**src/rtl/uem_pkg.sv**
```systemverilog
/*
  Constants shared by the UART error and interrupt mask block: register
  offsets, field positions, reset values and receiver timing.
  Assumes a 40 MHz system clock and byte addresses on a 12-bit bus.
*/
package uem_pkg;
  // register byte offsets
  localparam logic [11:0] OFS_INTEN_SET = 12'h304;
  localparam logic [11:0] OFS_INTEN_CLR = 12'h308;
  localparam logic [11:0] OFS_ERR       = 12'h480;
  localparam logic [11:0] OFS_EVT_STAT  = 12'h600;
  localparam logic [11:0] OFS_EVT_CLR   = 12'h604;
  localparam logic [11:0] OFS_CONFIG    = 12'h608;
  localparam logic [11:0] OFS_RX_DATA   = 12'h60C;
  // event field positions, shared by enable, disable and status
  localparam int BIT_CTS       = 0;
  localparam int BIT_CTS_GONE  = 1;
  localparam int BIT_RX_READY  = 2;
  localparam int BIT_RX_DONE   = 4;
  localparam int BIT_TX_SENT   = 7;
  localparam int BIT_TX_DONE   = 8;
  localparam int BIT_ERROR     = 9;
  localparam int BIT_RX_TMO    = 17;
  localparam int BIT_RX_BEGUN  = 19;
  localparam int BIT_TX_BEGUN  = 20;
  localparam int BIT_TX_HALTED = 22;
  localparam logic [31:0] EVT_MASK = 32'h005A0397;
  // error cause and configuration field positions
  localparam int ERR_OVERRUN = 0;
  localparam int ERR_PARITY  = 1;
  localparam int ERR_FRAMING = 2;
  localparam int ERR_BREAK   = 3;
  localparam int CFG_PARITY  = 0;
  // reset values
  localparam logic [31:0] INTEN_RST = 32'h00000000;
  localparam logic [3:0]  ERR_RST   = 4'h0;
  // timing: line rate and frame lengths in bit periods
  localparam int CLK_HZ       = 40000000;
  localparam int BAUD_HZ      = 115200;
  localparam int CLKS_PER_BIT = CLK_HZ / BAUD_HZ;
  localparam int FRAME_BITS   = 10;
  localparam int FRAME_BITS_P = 11;
  typedef enum logic [2:0] {
    RX_IDLE, RX_START, RX_DATA, RX_PARITY, RX_STOP
  } uem_rx_state_t;
endpackage : uem_pkg

```
**src/rtl/uem_top.sv**
```systemverilog
/*
  UART interrupt mask and receive error block with a Wishbone slave.
  Holds the event enables, sticky event status, error cause flags and
  the receive holding register. Assumes event_in pulses come from logic
  on clk_in and rxd_in is an asynchronous pin.
*/
// Decided for this implementation: the Wishbone interface to the registers.
// Functional notes
// - disable bit turns CTS interrupts off; reads enable
// - disable bits for receive events, read enable
// - disable bits for transmit events, read enable
// - disable bit for error event, reads enable
// - error flags readable, write one clears
// - start bit while holding full sets overrun
// - bad parity sets parity flag when enabled
// - missing stop bit sets framing flag
// - line low beyond one frame sets break
// - flag reads one while error recorded
// - enable register sets bits, shares state
`timescale 1ns/10ps
module uem_top #(
  parameter int CLKS_PER_BIT = uem_pkg::CLKS_PER_BIT
)(
  // clock and reset
  input  wire logic        clk_in,
  input  wire logic        sys_rst_in,
  // wishbone slave
  input  wire logic        wb_cyc_in,
  input  wire logic        wb_stb_in,
  input  wire logic        wb_we_in,
  input  wire logic [11:0] wb_adr_in,
  input  wire logic [3:0]  wb_sel_in,
  input  wire logic [31:0] wb_dat_in,
  output logic      [31:0] wb_dat_out,
  output logic             wb_ack_out,
  // serial receive pin
  input  wire logic        rxd_in,
  // event pulses from the data path, at the event field positions
  input  wire logic [31:0] event_in,
  // interrupt and error event
  output logic             irq_out,
  output logic             error_event_out
);
  if (CLKS_PER_BIT < 4)
    $error("uem_top: CLKS_PER_BIT must be at least 4");

  // byte address decode, word aligned
  function automatic logic hit(input logic [11:0] a, input logic [11:0] o);
    hit = (a[11:2] == o[11:2]);
  endfunction : hit

  // byte enables to a bit mask
  function automatic logic [31:0] lanes(input logic [3:0] s);
    lanes = {{8{s[3]}}, {8{s[2]}}, {8{s[1]}}, {8{s[0]}}};
  endfunction : lanes

  logic        meta_reg, sync_reg;
  logic [31:0] inten_reg, inten_next, stat_reg, stat_next, stat_set;
  logic [31:0] rd_data, wmask;
  logic [3:0]  err_reg, err_next, err_set;
  logic        par_en_reg, par_en_next, full_reg, full_next;
  logic [7:0]  hold_reg, hold_next;
  logic        ack_next, irq_next, take, wr, rd_hold;
  logic        rx_start, rx_done, rx_par, rx_frm, rx_brk;
  logic [7:0]  rx_data;

  // two flops on the pin; only the second is read
  always_ff @(posedge clk_in or posedge sys_rst_in)
  begin
    if (sys_rst_in)
    begin
      meta_reg <= 1'b1;
      sync_reg <= 1'b1;
    end
    else
    begin
      meta_reg <= rxd_in;
      sync_reg <= meta_reg;
    end
  end

  uem_rx #(
    .CLKS_PER_BIT (CLKS_PER_BIT)
  ) u_rx (
    .clk_in          (clk_in),
    .sys_rst_in      (sys_rst_in),
    .rxd_in          (sync_reg),
    .parity_en_in    (par_en_reg),
    .start_out       (rx_start),
    .done_out        (rx_done),
    .data_out        (rx_data),
    .parity_err_out  (rx_par),
    .framing_err_out (rx_frm),
    .break_out       (rx_brk)
  );

  // bus handshake: an access acts at the edge where ack is seen high
  always_comb
  begin
    ack_next = wb_cyc_in && wb_stb_in && !wb_ack_out;
    take     = wb_cyc_in && wb_stb_in && wb_ack_out;
    wr       = take && wb_we_in;
    wmask    = wb_dat_in & lanes(wb_sel_in);
    rd_hold  = take && !wb_we_in && hit(wb_adr_in, uem_pkg::OFS_RX_DATA);
  end

  // read data, unmapped addresses read as zero
  always_comb
  begin
    rd_data = 32'h00000000;
    if (hit(wb_adr_in, uem_pkg::OFS_INTEN_SET) ||
        hit(wb_adr_in, uem_pkg::OFS_INTEN_CLR))
      rd_data = inten_reg;
    else if (hit(wb_adr_in, uem_pkg::OFS_ERR))
      rd_data = {28'h0000000, err_reg};
    else if (hit(wb_adr_in, uem_pkg::OFS_EVT_STAT))
      rd_data = stat_reg;
    else if (hit(wb_adr_in, uem_pkg::OFS_CONFIG))
      rd_data = {31'h00000000, par_en_reg};
    else if (hit(wb_adr_in, uem_pkg::OFS_RX_DATA))
      rd_data = {23'h000000, full_reg, hold_reg};
  end

  // one enable state reached through set and clear addresses
  always_comb
  begin
    inten_next = inten_reg;
    if (wr && hit(wb_adr_in, uem_pkg::OFS_INTEN_SET))
      inten_next = inten_reg | (wmask & uem_pkg::EVT_MASK);
    else if (wr && hit(wb_adr_in, uem_pkg::OFS_INTEN_CLR))
      inten_next = inten_reg & ~wmask;
    par_en_next = par_en_reg;
    if (wr && hit(wb_adr_in, uem_pkg::OFS_CONFIG))
      par_en_next = wmask[uem_pkg::CFG_PARITY];
  end

  // error causes; a new error beats a clear in the same cycle
  always_comb
  begin
    err_set = 4'h0;
    err_set[uem_pkg::ERR_OVERRUN] = rx_start && full_reg && !rd_hold;
    err_set[uem_pkg::ERR_PARITY]  = rx_par;
    err_set[uem_pkg::ERR_FRAMING] = rx_frm;
    err_set[uem_pkg::ERR_BREAK]   = rx_brk;
    err_next = err_reg;
    if (wr && hit(wb_adr_in, uem_pkg::OFS_ERR))
      err_next = err_reg & ~wmask[3:0];
    err_next = err_next | err_set;
  end

  // holding register: the next character overwrites an unread one
  always_comb
  begin
    hold_next = rx_done ? rx_data : hold_reg;
    full_next = rx_done || (full_reg && !rd_hold);
  end

  // sticky event status, write one to clear, set wins
  always_comb
  begin
    stat_set = event_in;
    stat_set[uem_pkg::BIT_RX_READY] = event_in[uem_pkg::BIT_RX_READY] ||
                                      rx_done;
    stat_set[uem_pkg::BIT_ERROR] = event_in[uem_pkg::BIT_ERROR] ||
                                   (|err_set);
    stat_next = stat_reg;
    if (wr && hit(wb_adr_in, uem_pkg::OFS_EVT_CLR))
      stat_next = stat_reg & ~wmask;
    stat_next = stat_next | (stat_set & uem_pkg::EVT_MASK);
    // level output lags the status by one cycle to come from a flop
    irq_next = |(stat_reg & inten_reg);
  end

  // registers
  always_ff @(posedge clk_in or posedge sys_rst_in)
  begin
    if (sys_rst_in)
    begin
      inten_reg       <= uem_pkg::INTEN_RST;
      err_reg         <= uem_pkg::ERR_RST;
      stat_reg        <= 32'h00000000;
      par_en_reg      <= 1'b0;
      hold_reg        <= 8'h00;
      full_reg        <= 1'b0;
      wb_ack_out      <= 1'b0;
      wb_dat_out      <= 32'h00000000;
      irq_out         <= 1'b0;
      error_event_out <= 1'b0;
    end
    else
    begin
      inten_reg       <= inten_next;
      err_reg         <= err_next;
      stat_reg        <= stat_next;
      par_en_reg      <= par_en_next;
      hold_reg        <= hold_next;
      full_reg        <= full_next;
      wb_ack_out      <= ack_next;
      wb_dat_out      <= (ack_next && !wb_we_in) ? rd_data : 32'h00000000;
      irq_out         <= irq_next;
      error_event_out <= |err_set;
    end
  end
endmodule : uem_top

```
**src/rtl/uem_rx.sv**
```systemverilog
/*
  Serial receiver for the error block: frames characters, checks parity
  and stop bit and watches for a break.
  Assumes rxd_in is already synchronised to clk_in.
*/
`timescale 1ns/10ps
module uem_rx #(
  parameter int CLKS_PER_BIT = uem_pkg::CLKS_PER_BIT
)(
  // clock and reset
  input  wire logic       clk_in,
  input  wire logic       sys_rst_in,
  // line and setup
  input  wire logic       rxd_in,
  input  wire logic       parity_en_in,
  // results; data_out holds the last character, the rest are one-cycle pulses
  output logic            start_out,
  output logic            done_out,
  output logic [7:0]      data_out,
  output logic            parity_err_out,
  output logic            framing_err_out,
  output logic            break_out
);
  localparam int LIM = uem_pkg::FRAME_BITS_P * CLKS_PER_BIT;
  localparam int CW  = $clog2(LIM + 2);
  localparam logic [CW-1:0] BIT_END  = CW'(CLKS_PER_BIT - 1);
  localparam logic [CW-1:0] HALF_END = CW'(CLKS_PER_BIT / 2 - 1);
  localparam logic [CW-1:0] BRK_NP =
    CW'(uem_pkg::FRAME_BITS * CLKS_PER_BIT + 1);
  localparam logic [CW-1:0] BRK_P = CW'(LIM + 1);

  uem_pkg::uem_rx_state_t st_reg, st_next;
  logic [CW-1:0] cnt_reg, cnt_next, low_reg, low_next, brk_lim;
  logic [2:0]    idx_reg, idx_next;
  logic [7:0]    sh_reg, sh_next;
  logic          par_reg, par_next;
  logic          start_next, done_next, frm_next, brk_next;

  // frame sequencer; a glitch shorter than half a bit is dropped
  always_comb
  begin
    st_next    = st_reg;
    cnt_next   = cnt_reg + 1'b1;
    idx_next   = idx_reg;
    sh_next    = sh_reg;
    par_next   = par_reg;
    start_next = 1'b0;
    done_next  = 1'b0;
    frm_next   = 1'b0;
    case (st_reg)
      uem_pkg::RX_IDLE:
      begin
        cnt_next = '0;
        if (!rxd_in)
          st_next = uem_pkg::RX_START;
      end
      // a start counts only once confirmed at mid bit, so the low tail
      // of a bad stop bit cannot pass for a new character (overrun)
      uem_pkg::RX_START:
        if (cnt_reg == HALF_END)
        begin
          cnt_next   = '0;
          idx_next   = 3'h0;
          start_next = !rxd_in;
          st_next    = rxd_in ? uem_pkg::RX_IDLE : uem_pkg::RX_DATA;
        end
      uem_pkg::RX_DATA:
        if (cnt_reg == BIT_END)
        begin
          cnt_next = '0;
          sh_next  = {rxd_in, sh_reg[7:1]};
          idx_next = idx_reg + 3'h1;
          if (idx_reg == 3'h7)
            st_next = parity_en_in ? uem_pkg::RX_PARITY : uem_pkg::RX_STOP;
        end
      uem_pkg::RX_PARITY:
        if (cnt_reg == BIT_END)
        begin
          cnt_next = '0;
          par_next = (^sh_reg) ^ rxd_in;
          st_next  = uem_pkg::RX_STOP;
        end
      uem_pkg::RX_STOP:
        if (cnt_reg == BIT_END)
        begin
          done_next = 1'b1;
          frm_next  = !rxd_in;
          st_next   = uem_pkg::RX_IDLE;
        end
      default:
        st_next = uem_pkg::RX_IDLE;
    endcase
  end

  // break: low for more cycles than one whole frame, reported once
  always_comb
  begin
    brk_lim  = parity_en_in ? BRK_P : BRK_NP;
    low_next = rxd_in ? '0 : (low_reg == brk_lim ? low_reg : low_reg + 1'b1);
    brk_next = !rxd_in && (low_reg == brk_lim - 1'b1);
  end

  // state registers
  always_ff @(posedge clk_in or posedge sys_rst_in)
  begin
    if (sys_rst_in)
    begin
      st_reg          <= uem_pkg::RX_IDLE;
      cnt_reg         <= '0;
      low_reg         <= '0;
      idx_reg         <= 3'h0;
      sh_reg          <= 8'h00;
      par_reg         <= 1'b0;
      start_out       <= 1'b0;
      done_out        <= 1'b0;
      data_out        <= 8'h00;
      parity_err_out  <= 1'b0;
      framing_err_out <= 1'b0;
      break_out       <= 1'b0;
    end
    else
    begin
      st_reg          <= st_next;
      cnt_reg         <= cnt_next;
      low_reg         <= low_next;
      idx_reg         <= idx_next;
      sh_reg          <= sh_next;
      par_reg         <= par_next;
      start_out       <= start_next;
      done_out        <= done_next;
      data_out        <= done_next ? sh_reg : data_out;
      parity_err_out  <= done_next && parity_en_in && par_reg;
      framing_err_out <= frm_next;
      break_out       <= brk_next;
    end
  end
endmodule : uem_rx

```
**config.mk**
```make
export PLATFORM = sky130hd
export DESIGN_NAME = uem_top
export DESIGN_NICKNAME = d
export VERILOG_FILES = /design/src/rtl/uem_pkg.sv /design/src/rtl/uem_top.sv /design/src/rtl/uem_rx.sv
export SDC_FILE = /design/constraint.sdc
export NUM_CORES = 1
export LEC_CHECK = 0
export BUFFER_PORTS_ARGS = -buffer_cell sky130_fd_sc_hd__buf_2
export CELL_PAD_IN_SITES_DETAIL_PLACEMENT = 1
export CELL_PAD_IN_SITES_GLOBAL_PLACEMENT = 1
export CORE_MARGIN = 2
export CORE_UTILIZATION = 41
export CTS_BUF_LIST = sky130_fd_sc_hd__clkbuf_8
export DETAILED_ROUTE_END_ITERATION = 8
export PLACE_DENSITY_LB_ADDON = 0.2
export REMOVE_ABC_BUFFERS = 1
export SKIP_CTS_REPAIR_TIMING = 1
export SYNTH_ARGS = -nofsm -noshare
export SYNTH_HDL_FRONTEND = slang
export SYNTH_SLANG_ARGS = --single-unit
export TNS_END_PERCENT = 30
```
**constraint.sdc**
```tcl
create_clock -name clk_in -period 5.24 [get_ports clk_in]
set_input_delay 0.524 -clock clk_in [delete_from_list [all_inputs] [get_ports clk_in]]
set_output_delay 0.524 -clock clk_in [all_outputs]
set_load 0.03 [all_outputs]
```
==> out/summary.log <==
[placement] Area after DPL 7850 sq um
[yosys] dominant cells by area after synthesis sky130_fd_sc_hd__dfrtp_1, sky130_fd_sc_hd__a22oi_1, sky130_fd_sc_hd__o21a_1
[yosys] Yosys cell types 52
[detailed_routing] wire per inst 18.5 microns
[timing] f_max 0.383 GHz
[global_route] first-pass GRT wire length 29200 microns
[critical_path] Worst Path Required 5570 ps
[critical_path] ordered cell list for the critical path or3_1 > or3_1 > nor3_1 > buf_4 > mux2_2
[global_route] total track usage 0.207
[global_route] vias in the first global route 5646
[global_route] pin count of the biggest net entering global routing 65
[final_layout] proportion of layout cells with a drive suffix above 1 0.233
[yosys] number of standard cells after synthesis 640
[floorplan] die extent in x 136 microns
[critical_path] largest incremental delay on the critical path 510 ps
[clock_network] root buf cell sky130_fd_sc_hd__clkbuf_8
[clock_network] later-pin clock latency in the skew report 450 ps
[timing] setup repair after global routing missed its margin no
[placement] Final HPWL DP 12600 microns
[timing] setup TNS after final layout 0 ps
[detailed_routing] total routed wirelength 17900 microns
[yosys] count of flip-flops with a built-in enable after synthesis 0
[floorplan] count of pins on the block boundary 121
[detailed_routing] DR vias 5296
[critical_path] cell repeated most along the worst path sky130_fd_sc_hd__or3_1
[clock_network] depth of the CTS H-tree 4
[timing] Setup Viol. Count Final 0
[final_layout] area delta synth->final 16.0%
[clock_network] clock sink count 167
[final_layout] final design area excluding fillers 8260 sq um
[critical_path] maximum fanout along the worst path 8
[yosys] count of state elements after synthesis 167
[pwr] static power due to leakage 3.88 nW
[yosys] yosys synthesis warning count 0
[clock_network] deepest clock path buffer count 2
[global_route] number of antenna violations at the first check in global routing 0
[worst_hold_path] worst hold path type primary input to async pin
[run_status] run status completed
[placement] Routability Congestion 0.838
[final_layout] Core Util, Final 0.482
[critical_path] arrival time reported for the critical path endpoint 2940 ps
[yosys] post-synth top area share 0.580
[detailed_routing] Initial DRT Pass Iterations 5
[floorplan] # rows 48
[detailed_routing] met2 wire len 9200 microns
[floorplan] die outline area 18400 sq um
[final_layout] number of antenna repair diodes 0
[timing] maximum clock skew at final layout 6.98 ps
[pwr] peak supply drop 0.157 mV
[timing] Fin. Hold Viols 0
[critical_path] critical path start-end classification flop to flop
[clock_network] CTS tree yes
[critical_path] nature of the critical path startpoint flop
[clock_network] Num CTS Buffers 17
[detailed_routing] highest metal layer with signal wires met4
[yosys] most used flip-flop cell after synthesis sky130_fd_sc_hd__dfrtp_1
[timing] number of max-slew violations in the final report 0
[clock_network] clock transition at the registers of the reported paths 80 ps
[detailed_routing] Via density 5.45
[detailed_routing] detailed route wirelength on metal3 616 microns
[floorplan] Starting Density 0.416
[floorplan] height of the die 136 microns
[yosys] mean instance size in the synthesized netlist 11.1 sq um
[timing] headroom to the max-slew limit 0.275
[pwr] pwr dens 282 nW/um^2
[flow_run] maximum capacitance violations 0
[floorplan] area of the placeable core 17100 sq um
[placement] port bufs 97
[critical_path] endpoint class of the critical path flop
[timing] slew of the pin with the lowest slew margin 1090 ps
[detailed_routing] antenna-violating nets left 0
[yosys] proportion of synthesized chip area in sequential cells 0.587
[critical_path] CP max stage cell sky130_fd_sc_hd__nor3_1
[yosys] area of the mapped netlist 7120 sq um
[timing] shortest clock period the worst path allows after layout 2610 ps
[detailed_routing] Met1 Wirelength 7660 microns
[yosys] proportion of register bits with asynchronous set or reset after synthesis 1.00
[yosys] largest area contributor in the synthesized netlist sky130_fd_sc_hd__dfrtp_1
[global_route] remaining global-route overflow 0
[final_layout] final layout net count 826
[timing] Tcrit/Tclk final 0.499
[detailed_routing] number of DRC violations after detailed-routing iteration 0 180
[detailed_routing] DRC violations left 0
==> critical path: cells and delay by family (launching register included) <==
| kind | cells | cell delay, ps |
|---|---|---|
| flops | 1 | 430 |
| simple gates | 3 | 1410 |
| buf+inv | 1 | 290 |
| mux | 1 | 360 |
==> layer usage <==
layer  vias to the layer above  GRT usage
li1                       2459          -
met1                      2708      0.249
met2                       102      0.363
met3                        27     0.0415
met4                         0     0.0862
met5                         -          0
==> layout by cell type (no fill, tap or decap), types with 4 or more instances in the layout <==
master / instances
sky130_fd_sc_hd__a211oi_1: 5
sky130_fd_sc_hd__a21oi_1: 8
sky130_fd_sc_hd__a22o_1: 6
sky130_fd_sc_hd__a22oi_1: 44
sky130_fd_sc_hd__and2_1: 4
sky130_fd_sc_hd__and3_1: 8
sky130_fd_sc_hd__buf_2: 97
sky130_fd_sc_hd__buf_4: 10
sky130_fd_sc_hd__clkbuf_8: 21
sky130_fd_sc_hd__clkinv_2: 4
sky130_fd_sc_hd__clkinv_4: 4
sky130_fd_sc_hd__dfrtp_1: 165
sky130_fd_sc_hd__ha_1: 6
sky130_fd_sc_hd__inv_1: 4
sky130_fd_sc_hd__mux2_2: 27
sky130_fd_sc_hd__nand2_1: 54
sky130_fd_sc_hd__nand2b_1: 16
sky130_fd_sc_hd__nand3_1: 10
sky130_fd_sc_hd__nand4_1: 9
sky130_fd_sc_hd__nor2_1: 71
sky130_fd_sc_hd__nor2b_1: 6
sky130_fd_sc_hd__nor3_1: 6
sky130_fd_sc_hd__o21a_1: 42
sky130_fd_sc_hd__o21ai_0: 42
sky130_fd_sc_hd__o22ai_1: 4
sky130_fd_sc_hd__or3_1: 4
sky130_fd_sc_hd__xnor2_1: 14
sky130_fd_sc_hd__xor2_1: 13
==> path summary, 6_finish.rpt <==
path | from | end | slack, ps | depth (start not counted)
max | u_rx.cnt_reg[9] | u_rx.sh_reg[4] | 2630 | 5
min | sys_rst_in | u_rx.low_reg[9] | 120 | 2
max reg2reg | u_rx.cnt_reg[9] | u_rx.sh_reg[4] | 2630 | 5
min reg2reg | meta_reg | sync_reg | 360 | 0
max in group asynchronous | sys_rst_in | wb_dat_out[27] | 3920 | 3
min in group clk_in | rxd_in | meta_reg | 170 | 1
==> power by group <==
group / total, mW / switching [mW] / internal (mW)
Sequential: 1.30 / 0.00689 / 1.29
Combinational: 0.0933 / 0.0635 / 0.0298
Clock: 0.935 / 0.461 / 0.474
==> cell type report <==
class,count,area (sq um)
clock buffers,21,289
clock inverters,11,123
fillers,1903,8860
inverters,5,23.8
multi-input cells,436,2800
flip-flops and latches,167,4180
well taps,225,282
repair buffers,107,561
==> logic make-up after synthesis <==
family                     synth area share
buffers and inverters                0.0206
muxes                                0.0455
and+or+nand+nor                       0.150
adders and majority gates            0.0105
xor gates and xnor gates             0.0332
DFF                                   0.587
AOI/OAI and AO/OA                     0.153
==> cell usage after synthesis (all sizes together) (2+ instances only) <==
master	n
o22ai	4
xnor2	14
nor3	6
clkbuf	26
nand2	54
or3	4
o21a	42
and3	8
a21oi	8
o21ai	42
xor2	13
dfstp	2
nand4bb	2
nor4b	2
a22o	6
and4	2
nand4	9
mux2	27
nand2b	16
buf	6
or4	4
nor4	3
or2	2
a211oi	5
dfrtp	165
inv	5
nor3b	3
and4b	3
mux2i	2
nor2	71
and2	4
nor2b	6
a22oi	44
nand3	10
ha	6
==> through the flow <==
step | hold slack, ps | worst slack (ps) | cells | power [mW]
6_report | 124 | 2630 | 972 | 2.33
5_1_grt | 137 | 2480 | 972 | 2.43
3_5_place_dp | 350 | 2180 | 940 | 1.42
2_1_floorplan | 345 | 201 | 608 | 1.37
4_1_cts | 130 | 2620 | 972 | 2.36
3_3_place_gp | 346 | 2190 | 940 | 1.42
(Power assumes the default switching activity.)
